<file path="src/hw/dspg_defines.svh">
`ifndef DSPG_DEFINES_SVH
`define DSPG_DEFINES_SVH

`define DSPG_RUN_GATE_OFF       12'h108
`define DSPG_SLEEP_GATE_OFF     12'h118
`define DSPG_DEEP_GATE_OFF      12'h128
`define DSPG_RUN_CFG_OFF        12'h060
`define DSPG_MODE_OFF           12'h130
`define DSPG_GATE_RESET         32'h00000000
`define DSPG_RUN_CFG_RESET      32'h00000000
`define DSPG_ACG_BIT            11
`define DSPG_PORT_COUNT         8
`define DSPG_PORT_BASE_OFF      12'h400
`define DSPG_PORT_SEL_LSB       8

`endif

</file>
<file path="src/hw/dspg_pkg.sv">
package dspg_pkg;
	typedef enum logic [1:0] {
		DSPG_MODE_RUN,
		DSPG_MODE_SLEEP,
		DSPG_MODE_DEEP
	} dspg_mode_t;

	typedef logic [7:0] dspg_vec_t;
endpackage

</file>
<file path="src/hw/dspg_top.sv">
// Behaviour
// - deep gate bit 1 clocks its port in deep sleep; 0 leaves it unclocked
// - access to a port whose clock is off answers with a bus fault
// - reset clears all gate bits; register reads zero, all ports unclocked
// - bit n gates port n, A at bit 0 up to H at bit 7, read-write
// - bits 31:8 read zero and ignore writes; software preserves them
// - deep register applies only in deep sleep; run and sleep use own registers
// - sleep and deep registers used only while auto gate enable is set
`timescale 1ns/10ps
`include "dspg_defines.svh"
module dspg_top
	import dspg_pkg::*;
(
	// clock and reset
	input  wire logic        i_clk,
	input  wire logic        i_rst,
	// power mode (0 run, 1 sleep, 2 deep sleep), same clock domain
	input  wire logic [1:0]  i_power_mode,
	// axi4-lite write address
	input  wire logic        i_awvalid,
	output logic             o_awready,
	input  wire logic [11:0] i_awaddr,
	// axi4-lite write data
	input  wire logic        i_wvalid,
	output logic             o_wready,
	input  wire logic [31:0] i_wdata,
	input  wire logic [3:0]  i_wstrb,
	// axi4-lite write response
	output logic             o_bvalid,
	input  wire logic        i_bready,
	output logic [1:0]       o_bresp,
	// axi4-lite read address
	input  wire logic        i_arvalid,
	output logic             o_arready,
	input  wire logic [11:0] i_araddr,
	// axi4-lite read data
	output logic             o_rvalid,
	input  wire logic        i_rready,
	output logic [31:0]      o_rdata,
	output logic [1:0]       o_rresp,
	// port clock enables, bit 0 port a
	output logic [7:0]       o_port_clock_on
);
	localparam logic [1:0] RESP_OKAY   = 2'h0;
	localparam logic [1:0] RESP_SLVERR = 2'h2;

	typedef struct packed {
		logic        aw_held;
		logic [11:0] aw_addr;
		logic        w_held;
		logic [31:0] w_data;
		logic [3:0]  w_strb;
		logic        bvalid;
		logic [1:0]  bresp;
		logic        rvalid;
		logic [31:0] rdata;
		logic [1:0]  rresp;
		dspg_vec_t   run_gate;
		dspg_vec_t   sleep_gate;
		dspg_vec_t   deep_gate;
		logic        auto_clock_gate_enable;
		logic [7:0]  port_on;
	} dspg_state_t;

	dspg_state_t state_reg;
	dspg_state_t state_next;
	dspg_vec_t   sel_gate;

	dspg_gate_sel u_sel (
		.i_run_gate   (state_reg.run_gate),
		.i_sleep_gate (state_reg.sleep_gate),
		.i_deep_gate  (state_reg.deep_gate),
		.i_acg        (state_reg.auto_clock_gate_enable),
		.i_mode       (i_power_mode),
		.o_gate       (sel_gate)
	);

	// port window: 0x400 + n*0x100 for port n; reached only when clocked
	function automatic logic port_hit(input logic [11:0] a, input dspg_vec_t g,
			output logic ok);
		logic [3:0] idx;
		idx = a[11:8] - 4'h4;
		ok  = 1'b0;
		if (a >= `DSPG_PORT_BASE_OFF && idx < 4'(`DSPG_PORT_COUNT)) begin
			ok = g[idx[2:0]];
			return 1'b1;
		end
		return 1'b0;
	endfunction

	always_comb begin
		logic       hit;
		logic       ok;
		logic [31:0] wm;
		hit = 1'b0;
		ok  = 1'b0;
		wm  = 32'h00000000;
		state_next = state_reg;
		state_next.port_on = sel_gate;
		if (i_awvalid && !state_reg.aw_held) begin
			state_next.aw_held = 1'b1;
			state_next.aw_addr = i_awaddr;
		end
		if (i_wvalid && !state_reg.w_held) begin
			state_next.w_held = 1'b1;
			state_next.w_data = i_wdata;
			state_next.w_strb = i_wstrb;
		end
		if (state_reg.bvalid && i_bready) begin
			state_next.bvalid = 1'b0;
		end
		if (state_reg.aw_held && state_reg.w_held && !state_reg.bvalid) begin
			state_next.aw_held = 1'b0;
			state_next.w_held  = 1'b0;
			state_next.bvalid  = 1'b1;
			state_next.bresp   = RESP_OKAY;
			for (int b = 0; b < 4; b++) begin
				wm[b*8 +: 8] = {8{state_reg.w_strb[b]}};
			end
			wm = wm & state_reg.w_data;
			hit = port_hit(state_reg.aw_addr, sel_gate, ok);
			unique case (state_reg.aw_addr)
			`DSPG_RUN_GATE_OFF: begin
				if (state_reg.w_strb[0]) state_next.run_gate = wm[7:0];
			end
			`DSPG_SLEEP_GATE_OFF: begin
				if (state_reg.w_strb[0]) state_next.sleep_gate = wm[7:0];
			end
			`DSPG_DEEP_GATE_OFF: begin
				// upper bits dropped: reserved, read only
				if (state_reg.w_strb[0]) state_next.deep_gate = wm[7:0];
			end
			`DSPG_RUN_CFG_OFF: begin
				if (state_reg.w_strb[1]) state_next.auto_clock_gate_enable = wm[`DSPG_ACG_BIT];
			end
			default: begin
				if (!(hit && ok)) state_next.bresp = RESP_SLVERR;
			end
			endcase
		end
		if (state_reg.rvalid && i_rready) begin
			state_next.rvalid = 1'b0;
		end
		if (i_arvalid && !state_reg.rvalid) begin
			state_next.rvalid = 1'b1;
			state_next.rresp  = RESP_OKAY;
			state_next.rdata  = 32'h00000000;
			hit = port_hit(i_araddr, sel_gate, ok);
			unique case (i_araddr)
			`DSPG_RUN_GATE_OFF:   state_next.rdata[7:0] = state_reg.run_gate;
			`DSPG_SLEEP_GATE_OFF: state_next.rdata[7:0] = state_reg.sleep_gate;
			`DSPG_DEEP_GATE_OFF:  state_next.rdata[7:0] = state_reg.deep_gate;
			`DSPG_RUN_CFG_OFF:    state_next.rdata[`DSPG_ACG_BIT] = state_reg.auto_clock_gate_enable;
			`DSPG_MODE_OFF:       state_next.rdata[1:0] = i_power_mode;
			default: begin
				if (!(hit && ok)) state_next.rresp = RESP_SLVERR;
			end
			endcase
		end
	end

	always_ff @(posedge i_clk or posedge i_rst) begin
		if (i_rst) begin
			state_reg <= '0;
		end else begin
			state_reg <= state_next;
		end
	end

	assign o_awready       = !state_reg.aw_held;
	assign o_wready        = !state_reg.w_held;
	assign o_bvalid        = state_reg.bvalid;
	assign o_bresp         = state_reg.bresp;
	assign o_arready       = !state_reg.rvalid;
	assign o_rvalid        = state_reg.rvalid;
	assign o_rdata         = state_reg.rdata;
	assign o_rresp         = state_reg.rresp;
	assign o_port_clock_on = state_reg.port_on;
endmodule

</file>
<file path="src/hw/dspg_gate_sel.sv">
`timescale 1ns/10ps
module dspg_gate_sel
	import dspg_pkg::*;
(
	// gating sources
	input  wire dspg_vec_t  i_run_gate,
	input  wire dspg_vec_t  i_sleep_gate,
	input  wire dspg_vec_t  i_deep_gate,
	// control
	input  wire logic       i_acg,
	input  wire logic [1:0] i_mode,
	// result
	output dspg_vec_t       o_gate
);
	// without auto gating the run vector applies in every mode
	always_comb begin
		o_gate = i_run_gate;
		if (i_acg && i_mode == 2'(DSPG_MODE_SLEEP)) begin
			o_gate = i_sleep_gate;
		end else if (i_acg && i_mode == 2'(DSPG_MODE_DEEP)) begin
			o_gate = i_deep_gate;
		end
	end
endmodule

</file>
<file path="config.mk">
export PLATFORM = sky130hd
export DESIGN_NAME = dspg_top
export DESIGN_NICKNAME = d
export VERILOG_FILES = /design/src/hw/dspg_pkg.sv /design/src/hw/dspg_top.sv /design/src/hw/dspg_gate_sel.sv
export VERILOG_INCLUDE_DIRS = /design/src /design/src/hw
export SDC_FILE = /design/constraint.sdc
export NUM_CORES = 1
export LEC_CHECK = 0
export BUFFER_PORTS_ARGS = -buffer_cell sky130_fd_sc_hd__buf_2
export CAP_MARGIN = 20
export CORE_MARGIN = 2
export CORE_UTILIZATION = 50
export CTS_BUF_LIST = sky130_fd_sc_hd__clkbuf_16
export DETAILED_ROUTE_END_ITERATION = 10
export PLACE_DENSITY = 0.79
export SLEW_MARGIN = 20
export SYNTH_ARGS = -nofsm -noshare
export SYNTH_HDL_FRONTEND = slang
export SYNTH_SLANG_ARGS = --single-unit
</file>
<file path="constraint.sdc">
create_clock -name i_clk -period 4 [get_ports i_clk]
set_input_delay 0.4 -clock i_clk [delete_from_list [all_inputs] [get_ports i_clk]]
set_output_delay 0.4 -clock i_clk [all_outputs]
set_load 0.03 [all_outputs]
</file>
# After elaboration in Yosys (flattened, before gate mapping)

Index checks and enable logic that the tools add are counted.

Bits in registers: 98
Bits in latches: 0
Memory bits (writable): 0
Bits in read-only memories: 0
Input bits: 69
Output and inout port bits: 49
Logic and storage cells: 97
Memories: 0

Add/subtract/negate cells: 2
Multiply operators: 0
Div/mod/pow operators: 0
$lt $le $gt $ge: 6
Equality and inequality tests: 11
Shift-type cells: 0
Muxes and demuxes: 35
Bitwise logic cells: 1
Reduce and logical (&&, ||, !) cells: 27

Operator list:

| cell                                                                 | count |
|---|---|
| equality test 12 x 9 -> 1 bit (second input constant)                | 7 |
| two-way mux 37 bit                                                   | 1 |
| two-way mux 35 bit                                                   | 1 |
| equality test 12 x 7 -> 1 bit (second input constant)                | 2 |
| greater-or-equal comparator 12 x 11 -> 1 bit (second input constant) | 2 |
| two-way mux 1 bit                                                    | 21 |
| case mux 6 bit (3 select lines)                                      | 1 |
| two-way mux 8 bit                                                    | 2 |
| logical AND 1 bit                                                    | 13 |
| two-way mux 13 bit                                                   | 1 |
| bitwise AND 12 bit                                                   | 1 |
| AND reduction 3 bit                                                  | 4 |
| less-than comparator 3 x 4 -> 1 bit (second input constant)          | 2 |
| less-than comparator 4 bit (second input constant)                   | 2 |
| two-way mux 2 bit                                                    | 4 |
| case mux 2 bit (4 select lines)                                      | 1 |
| nonzero test 2 bit                                                   | 4 |
| subtractor 4 x 3 -> 4 bit (second input constant)                    | 2 |
| binary-select mux 1 bit (select 3 bit)                               | 2 |
| OR reduction 5 bit                                                   | 1 |
| logical NOT 1 bit                                                    | 4 |
| OR reduction 4 bit                                                   | 1 |
| two-way mux 3 bit                                                    | 1 |
| equality test 2 x 1 -> 1 bit (second input constant)                 | 1 |
| equality test 2 bit (second input constant)                          | 1 |

# Longest topological paths before layout

Gate-level depths: netlist of the first run.

Depth after elaboration: 12
Gate-level depth with buffers: 8

# By module

A second synthesis of the first run with hierarchy kept.

Cells, all modules: 322
Area total of the unflattened synthesis: 3,772.4 um2

Modules (own cells, without submodules):

| module        | times used | cells an instance | area each (um2) | sequential area each (um2) |
|---|---|---|---|---|
| dspg_top      | 1          | 273               | 3,428.3         | 1,776.7 |
| dspg_gate_sel | 1          | 49                | 344.1           | 0.0 |

# Worst setup path after synthesis of the first run

No wires, ideal clock.

Kind: input to register
From: in i_araddr[10]
To: reg state_reg (netlist bit o_rdata[0])
Setup time: 0.076 ns
Arrival: 2.012 ns
Required time: 3.924 ns
Slack: 1.912 ns
Cell stages on the path: 8
Buffers on the path: 0
Path through: inv_1 -> ha_1 -> or4b_1 -> or4_4 -> nor3_2 -> and2_1 -> a211oi_1 -> o21ai_1

Cells in the longest elaborated chain, start to end: 2

Ends and longest elaborated chain:

| element                           | RTL line        | RTL |
|---|---|---|
| from (decl)                       | dspg_top.sv:35  | `input wire logic [11:0] i_araddr,` |
| equality test 12 x 9 -> 1 bit     | dspg_top.sv:149 | `unique case (i_araddr)` |
| case mux 2 bit (4 select lines) * | dspg_top.sv:149 |  |
| to (signal assigned)              | dspg_top.sv:166 | `state_reg <= state_next;` |
| to (decl)                         | dspg_top.sv:65  | `dspg_state_t state_reg;` |

Mark *: on every way between the ends. The rest lies on a longest branch, timed or not.
A chain may end at the register's enable or synchronous reset.

# Worst setup path in the final report of the first run

From: reg state_reg[109] (netlist name)
To: reg state_reg[16] (netlist name)

Cells in the longest elaborated chain, start to end: 2

Ends and longest elaborated chain:

| element                              | RTL line        | RTL |
|---|---|---|
| equality test 12 x 9 -> 1 bit        | dspg_top.sv:122 | `unique case (state_reg.aw_addr)` |
| AND reduction 3 bit (no source line) | --              |  |

Every way passes these cells.

==> metrics.txt, run 1 <==
status complete, no violations; num rows 31; Global Route Usage Sum 0.187; post-DR vias/cell about 5.4; clk_lat worst skew between 0.3 and 0.4 ns; Reg2Reg Setup Slack roughly 1.6 ns; synth top area cells dfrtp_1, mux2_2, buf_4; first-pass GRT wire length 12100 µm; Buf+Inv Stages, Crit Path 0; Slew headroom 0.400; critical path's slowest cell nor4b_4; CTS max path bufs 2; H-tree levels 3; total length of routed wires roughly 7100 µm; largest net degree at the start of global routing 48; io pins approximately 120; Worst Setup Start Kind flop; drt initial violations between 200 and 250; Peak VDD IR about 0.37 mV; combinational family with the most area after synthesis multiplexers; CP cell instances nor4_1, nand3b_1, nor4_2, nor4b_4, mux2_2; # clock sinks between 70 and 80; Pwr Density 557 nW/µm²; DRC 0; CTS root buf clkbuf_16; setup repair bufs after CTS 0; Post-Synth XOR/XNOR Area 0.00237; post-CTS resize count 0; Worst Setup SP state_reg[109]; die width around 90 µm; clock-pin slew on the worst setup and hold paths around 0.06 ns; Worst-Margin Slew ~0.90 ns; Initial Util 0.513; share of layout cells above drive strength 1 0.349; Clock Skew 0.00593 ns; total power roughly 0.0023 W; adder-cell area share of the yosys netlist 0.00676; Max-Cap Viols 0; ANT cells 0; FFs w/ async S/R, synth 1.00; IO buf count 67; Req. time, crit path between 4 and 5 ns; TritonCTS buffer count 9; launching point of the worst reg2reg path state_reg[109]; Avg Cell Area, Syn roughly 11 µm²; initial antenna violation count 0; max FFs per register 50; Period minus WS final around 2.4 ns; area delta synth->final 13.2%; fin area about 4200 µm²; vias in the first global route 2523; FF+latch count, synth 71; mux cell area share after synthesis 0.150; Max FO, Critical Path 8; TritonCTS clock tree built; Crit. End Element flop; Post-DP Area 3880 µm²; Hold WC Path Type in2async; Final Hold Fails 0; delay-heaviest family, CP simple AND/OR/NAND/NOR gates; drt pass-1 iters 4; post-DR wirelength/cell 14.7 µm; hold buffers post-CTS 0; most common library cells after synthesis dfrtp_1, buf_4, mux2_2; Compound-Gate Fraction of Synth Area 0.117; simple-gate area share of the yosys netlist 0.117; post-synth top area cell dfrtp_1; Netlist Area Pre-Place 3700 µm²; number of distinct library cells after synthesis 52; post-DP HPWL 5320 µm; Crit path largest cell delay between 0.6 and 0.7 ns; Final Max Tran Viols 0; crit share post-route 0.589; # nets final approximately 450; Setup violations, final 0; crit path DAT approximately 2.6 ns; prevailing post-synth register cell dfrtp_1; Synth Warn # 0; ANT nets after route 0; fillers ~600; Final GP Congestion roughly 0.9; Achievable Freq about 0.42 GHz; R2R Path End state_reg[16]; Vias approximately 2.6k; cells on worst reg2reg path 5; Setup TNS 0 ns; sequential element share of the synthesized area 0.480; Synth top area share 0.480; die area 8110 µm²; unrepaired setup endpoints after global routing no; gr ovfl total 0; Die Ht 90.1 µm; Mapped Cells between 300 and 400; EDFF count, synth 0; top-count cell post-synth dfrtp_1; core area 7210 µm²; WS Path Type reg2reg; Leak ~2.1 nW
==> power breakdown <==
part	internal, W	total, W	switching, W
combinational	0.000210	0.000501	0.000291
clock	0.000540	0.000828	0.000288
sequential	0.000867	0.00100	0.000137
==> cell families after synthesis <==
group / count (synthesis)
AO/OA/AOI/OAI: 64
other: 1
AND/OR/NAND/NOR: 68
multiplexers: 50
adder cells (fa/ha/maj): 2
XOR/XNOR: 1
buffers and inverters: 79
flip-flops: 71
==> cells in the final DEF, fill, tap and decap left out, drive strengths merged, types with 2 or more instances in the layout <==
| master | instances |
|---|---|
| o21ai | 22 |
| a22o | 6 |
| and3 | 4 |
| o2bb2ai | 5 |
| o21a | 3 |
| mux2i | 7 |
| or4 | 2 |
| nand2 | 22 |
| bufinv | 2 |
| mux2 | 43 |
| nand3 | 6 |
| clkinv | 4 |
| nor4b | 4 |
| a211oi | 3 |
| a21oi | 3 |
| nor2b | 4 |
| and2 | 3 |
| o211ai | 2 |
| ha | 2 |
| o22ai | 8 |
| clkbuf | 9 |
| nor2 | 2 |
| nand2b | 4 |
| nor3 | 4 |
| buf | 68 |
| a31oi | 2 |
| nor4 | 5 |
| dfrtp | 71 |
| inv | 22 |
| nand3b | 2 |
| nor3b | 4 |
| conb | 25 |
==> cell type report <==
| cell class | count | area [µm²] | area share |
|---|---|---|---|
| Sequential cell | 71 | 1780 | 0.424 |
| Clock buffer | 9 | 225 | 0.0537 |
| Timing Repair Buffer | 68 | 343 | 0.0818 |
| Clock inverter | 6 | 86.3 | 0.0206 |
| Multi-Input combinational cell | 210 | 1550 | 0.370 |
| Tap cell | 99 | 124 | 0.0295 |
| Inverter | 23 | 87.6 | 0.0209 |
==> stage by stage <==
stage	utilization	worst slack, ns	cells	hold slack (ns)
2_1_floorplan	-	1.80	360	0.451
3_3_place_gp	0.537	1.66	471	0.465
3_5_place_dp	0.537	1.62	471	0.470
4_1_cts	0.581	1.63	486	0.248
5_1_grt	0.581	1.53	486	0.263
6_report	0.581	1.65	486	0.206
==> layer usage <==
layer,vias up,routed length (µm),track usage
met4,0,174,0.0846
met5,-,0,0
met1,1262,3210,0.256
met2,110,3280,0.287
li1,1220,-,-
met3,14,475,0.0394
==> how the worst max path moves through the flow <==
stage / slack (ns) / cells past startpoint / to
2_1_floorplan: 1.80 / 1 / o_bresp[1]
3_3_place_gp: 1.66 / 9 / o_rdata[0]
3_5_place_dp: 1.62 / 9 / o_rdata[0]
4_1_cts: 1.63 / 5 / state_reg[16]
5_1_grt: 1.53 / 5 / state_reg[12]
6_report: 1.65 / 5 / state_reg[16]
==> worst register-to-register path: stages, from the launching register on <==
cell and delay (ns):
dfrtp_1 0.38, nor4_1 0.33, nand3b_1 0.18, nor4_2 0.31, nor4b_4 0.62, mux2_2 0.42
Note: power is estimated with default switching activity, not from simulation.
==> run 2, diff against run 1 <==
==> constraint.sdc (replaced) <==
create_clock -name i_clk -period 2.4 [get_ports i_clk]
set_input_delay 0.24 -clock i_clk [delete_from_list [all_inputs] [get_ports i_clk]]
set_output_delay 0.24 -clock i_clk [all_outputs]
set_load 0.03 [all_outputs]
==> run 2 against run 1 <==
Setup slack worse by 1.4 ns. Design area up 1.0%. Sequential share of layout area down 0.43 points. Utilization up 0.59 points. Routed wire length up 2.0%. Die area unchanged. Sequential power up 65%. Hold slack worse by 0.13 ns. Register-to-register slack worse by 1.4 ns. Critical endpoint is now state_reg[28]. Highest routed layer unchanged.
==> metrics.txt, run 2 (synthesis gave the netlist of run 1 again) <==
status complete, no violations (unchanged); die width 90.1 µm (unchanged); net switching power 0.00123 W (was 0.000716 W); GR Layer Usage met2 0.286 (was 0.287); Worst-Margin Slew 0.514 ns (was 0.899 ns); Register Area 1780 µm² (unchanged); Max-Cap Viols 0 (unchanged); most common cell after layout, fill and taps aside dfrtp_1 (unchanged); Vias 2582 (was 2606); Worst Setup Start Kind flop (unchanged); setup repair bufs after CTS 0 (unchanged); Internal 0.00262 W (was 0.00162 W); Period minus WS final 2.19 ns (was 2.35 ns); largest net degree at the start of global routing 72 (was 48); Die Ht 90.1 µm (unchanged); clock network fraction of total power 0.343 (was 0.355); ANT cells 0 (unchanged); most frequent cells in the layout dfrtp_1, buf_2, mux2_2, conb_1 (unchanged); hold buffers post-CTS 1 (was 0); GR Util met3 0.0461 (was 0.0394); first-pass GRT wire length 12200 µm (was 12100 µm); Final Max Tran Viols 0 (unchanged); Clock Skew 0.00655 ns (was 0.00593 ns); num rows 31 (unchanged); Pwr Density 910 nW/µm² (was 557 nW/µm²); TritonCTS clock tree built (unchanged); placed insts 476 (was 471); Max FO, Critical Path 8 (unchanged); share of layout cells above drive strength 1 0.355 (was 0.349); TritonCTS buffer count 9 (unchanged); post-CTS resize count 0 (unchanged); clk_lat worst skew 0.34 ns (was 0.33 ns); drt pass-1 iters 6 (was 4); post-DR vias/cell 5.24 (was 5.36); Initial Util 0.513 (unchanged); io pins 118 (unchanged); CTS max path bufs 2 (unchanged); area of the multi-input gates 1550 µm² (about the same); Net Sw Frac 0.319 (was 0.307); Global Route Usage Sum 0.188 (was 0.187); crit share post-route 0.911 (was 0.589); area delta synth->final 14.4% (was 13.2%); Final Core Density 0.587 (was 0.581); Achievable Freq 0.457 GHz (was 0.425 GHz); Req. time, crit path 2.61 ns (was 4.21 ns); vias in the first global route 2454 (was 2523); setup slack after layout 0.212 ns (was 1.65 ns); fillers 603 (was 598); H-tree levels 3 (unchanged); Non-Filler Instances 493 (was 486); Flop pwr share 0.428 (was 0.430); GR Layer Usage met1 0.254 (was 0.256); Setup WS pre-CTS 0.171 ns (was 1.62 ns); Crit. End Element flop (unchanged); IO buf count 67 (unchanged); post-DP HPWL 5350 µm (was 5320 µm); initial antenna violation count 0 (unchanged); Final GP Congestion 0.882 (was 0.889); WS Path Type reg2reg (unchanged); clock-pin slew on the worst setup and hold paths 0.06 ns (about the same); Leak 2.11 nW (was 2.08 nW); Setup TNS 0 ns (unchanged); Top Usage Layer GRT met2 (unchanged); post-DR wirelength/cell 14.8 µm (was 14.7 µm); Worst Hold Slack 0.0787 ns (was 0.206 ns); drt initial violations 240 (was 236); total length of routed wires 7280 µm (was 7140 µm); Slew headroom 0.657 (was 0.400); Final Hold Fails 0 (unchanged); DRC 0 (unchanged); max FFs per register 50 (unchanged); Hold WC Path Type in2reg (was in2async); Setup violations, final 0 (unchanged); # nets final 460 (was 454); CTS root buf clkbuf_16 (unchanged); Gate power share 0.229 (was 0.215); die area 8110 µm² (unchanged); ANT nets after route 0 (unchanged); core area 7210 µm² (unchanged); crit path DAT 2.40 ns (was 2.56 ns); gr ovfl total 0 (unchanged); unrepaired setup endpoints after global routing no (unchanged); Peak VDD IR 0.663 mV (was 0.373 mV); # clock sinks 71 (unchanged)
## run 2: worst paths after layout
path	from	end	slack (ns)	cells after the start
hold / removal	i_bready	o_bvalid	0.08	2
min in group asynchronous	i_rst	o_rresp[1]	0.53	4
hold reg to reg	o_rdata[11]	o_rdata[11]	0.48	2
setup / recovery	state_reg[109]	state_reg[28]	0.21	5
setup reg to reg	state_reg[109]	state_reg[28]	0.21	5
max in group asynchronous	i_rst	state_reg[22]	1.57	4
## run 2: through the flow
stage	total power [W]	area [µm²]
detailed placement	0.00255	3930
floorplan	0.00233	3790
global placement	0.00249	3930
global route	0.00405	4240
finish	0.00385	4240
CTS	0.00387	4240
## run 2: power by group through the flow
stage | Combinational (W) | Clock, W | Sequential [W]
floorplan | 0.000715 | 0 | 0.00162
global placement | 0.000846 | 0 | 0.00165
detailed placement | 0.000878 | 0 | 0.00167
CTS | 0.000886 | 0.00134 | 0.00165
global route | 0.000969 | 0.00140 | 0.00168
finish | 0.000881 | 0.00132 | 0.00165
## run 2: cell type report
cell class | instances | area share
inverter | 23 | 0.0204
sequential | 71 | 0.419
clock buffer | 9 | 0.0532
multi-input combinational | 210 | 0.365
tap | 99 | 0.0292
timing repair buffer | 74 | 0.0951
clock inverter | 7 | 0.0171
## run 2: metal layers
layer | wire length [µm] | up-vias
li1 | - | 1234
met1 | 3340 | 1222
met2 | 3190 | 113
met3 | 560 | 13
met4 | 190 | 0
met5 | 0 | -
## run 2: worst max-delay path: stages (launching register included)
cell      delay, ns
dfrtp_1        0.37
nor4_1         0.35
nand3b_1       0.19
nor4_1         0.37
and2_1         0.40
mux2_2         0.39
==> run 3, diff against run 2 <==
--- a/config.mk
+++ b/config.mk
@@ -12,7 +12,7 @@
 export CORE_UTILIZATION = 50
 export CTS_BUF_LIST = sky130_fd_sc_hd__clkbuf_16
 export DETAILED_ROUTE_END_ITERATION = 10
-export PLACE_DENSITY = 0.79
+export PLACE_DENSITY = 0.76
 export SLEW_MARGIN = 20
 export SYNTH_ARGS = -nofsm -noshare
 export SYNTH_HDL_FRONTEND = slang
==> run 3 against run 2 <==
Final cell count is the same. Routed wire length grew 2.7%. Combinational power is essentially flat. Clock skew shrank 0.00093 ns. Die area is the same. First-iteration DRC count shrank 18%. Register-to-register slack lost 0.03 ns. Maximum frequency shrank 1.3%. Critical path type unchanged. Largest power group unchanged. Highest routed layer unchanged.
==> metrics.txt, run 3 (synthesis gave the netlist of run 1 again) <==
unrepaired setup endpoints after global routing no (unchanged); Worst Hold Slack 0.0764 ns (was 0.0787 ns); TritonCTS buffer count 9 (unchanged); H-tree levels 3 (unchanged); post-CTS resize count 0 (unchanged); post-DR vias/cell 5.45 (was 5.24); Max-Cap Viols 0 (unchanged); Leak 2.13 nW (was 2.11 nW); Clock Skew 0.00562 ns (was 0.00655 ns); clock-pin slew on the worst setup and hold paths 0.06 ns (about the same); cells on worst reg2reg path 5 (unchanged); max FFs per register 50 (unchanged); core area 7210 µm² (unchanged); num rows 31 (unchanged); largest net degree at the start of global routing 72 (unchanged); post-DP HPWL 5260 µm (was 5350 µm); launching point of the worst reg2reg path state_reg[109] (unchanged); clk_lat worst skew 0.34 ns (about the same); Vias 2685 (was 2582); gr ovfl total 0 (unchanged); WHS Endpoint o_bvalid (unchanged); Crit. End Element flop (unchanged); area delta synth->final 15.4% (was 14.4%); post-DR wirelength/cell 15.2 µm (was 14.8 µm); Achievable Freq 0.451 GHz (was 0.457 GHz); crit path DAT 2.43 ns (was 2.40 ns); Final Hold Fails 0 (unchanged); ANT cells 0 (unchanged); Max FO, Critical Path 8 (unchanged); CTS root buf clkbuf_16 (unchanged); ANT nets after route 0 (unchanged); vias in the first global route 2490 (was 2454); total length of routed wires 7470 µm (was 7280 µm); Reg2Reg Setup Slack 0.18 ns (was 0.21 ns); Hold WC Path Type in2reg (unchanged); Hold Path Depth 2 (unchanged); drt initial violations 198 (was 240); fillers 603 (unchanged); Final Max Tran Viols 0 (unchanged); most common cell after layout, fill and taps aside dfrtp_1 (unchanged); Die Ht 90.1 µm (unchanged); Slew headroom 0.661 (was 0.657); Req. time, crit path 2.62 ns (was 2.61 ns); first-pass GRT wire length 12500 µm (was 12200 µm); CTS max path bufs 2 (unchanged); DRC 0 (unchanged); Final Core Density 0.592 (was 0.587); Setup TNS 0 ns (unchanged); IO buf count 67 (unchanged); # nets final 460 (unchanged); TritonCTS clock tree built (unchanged); WS Path Type reg2reg (unchanged); die width 90.1 µm (unchanged); Worst Setup Start Kind flop (unchanged); Pwr Density 942 nW/µm² (was 910 nW/µm²); drt pass-1 iters 5 (was 6); Global Route Usage Sum 0.195 (was 0.188); most frequent cells in the layout dfrtp_1, buf_2, mux2_2, conb_1 (unchanged); hold_sp i_bready (unchanged); # clock sinks 71 (unchanged); io pins 118 (unchanged); status complete, no violations (unchanged); total power 0.00402 W (was 0.00385 W); Post-DP Area 3930 µm² (unchanged); fin area 4270 µm² (was 4240 µm²); Final GP Congestion 0.856 (was 0.882); R2R Path End state_reg[25] (was state_reg[28]); setup repair bufs after CTS 0 (unchanged); die area 8110 µm² (unchanged); Setup violations, final 0 (unchanged); Initial Util 0.513 (unchanged); Worst-Margin Slew 0.495 ns (was 0.514 ns); hold buffers post-CTS 1 (unchanged); share of layout cells above drive strength 1 0.350 (was 0.355); Period minus WS final 2.22 ns (was 2.19 ns); initial antenna violation count 0 (unchanged); crit share post-route 0.923 (was 0.911); Peak VDD IR 0.721 mV (was 0.663 mV)
run 3: worst max path at each step:
stage                   start  cells after the start  slack, ns       endpoint
6_report       state_reg[109]                      5       0.18  state_reg[25]
4_1_cts        state_reg[109]                      5       0.19  state_reg[25]
3_3_place_gp     i_araddr[10]                      9       0.23     o_rdata[0]
3_5_place_dp     i_araddr[10]                      9       0.19     o_rdata[0]
2_1_floorplan           i_rst                      1       0.36     o_bresp[1]
5_1_grt        state_reg[109]                      5       0.10  state_reg[32]
run 3: routing by layer:
| layer | share of wire | global-route usage | vias to the layer above |
|---|---|---|---|
| met5 | 0 | 0 | - |
| met4 | 0.029 | 0.0936 | 0 |
| met3 | 0.071 | 0.0436 | 20 |
| met2 | 0.44 | 0.293 | 131 |
| met1 | 0.46 | 0.268 | 1301 |
| li1 | - | - | 1233 |
run 3: cell type report:
cell class / count / area, µm² / share of cell area
Multi-Input combinational cell: 210 / 1550 / 0.362
Tap cell: 99 / 124 / 0.0290
Inverter: 23 / 86.3 / 0.0202
Timing Repair Buffer: 74 / 403 / 0.0943
Sequential cell: 71 / 1780 / 0.416
Clock inverter: 7 / 111 / 0.0261
Clock buffer: 9 / 225 / 0.0527
run 3: worst max-delay path, stage by stage (launching register included):
cell and delay (ns):
dfrtp_1 0.37, nor4_1 0.35, nand3b_1 0.19, nor4_1 0.37, and2_1 0.43, mux2_2 0.39
run 3: where the power goes:
group	total, W	switching [W]	internal (W)	leakage [nW]
logic	0.000880	0.000506	0.000374	1.04
registers	0.00166	0.000213	0.00144	0.929
clock network	0.00149	0.000481	0.00101	0.164
total	0.00402	0.00120	0.00283	2.13
run 3: stage by stage:
step | std cells | setup slack, ns
detailed placement | 476 | 0.187
CTS | 493 | 0.188
global route | 493 | 0.103
finish | 493 | 0.185
global placement | 476 | 0.232
floorplan | 360 | 0.363
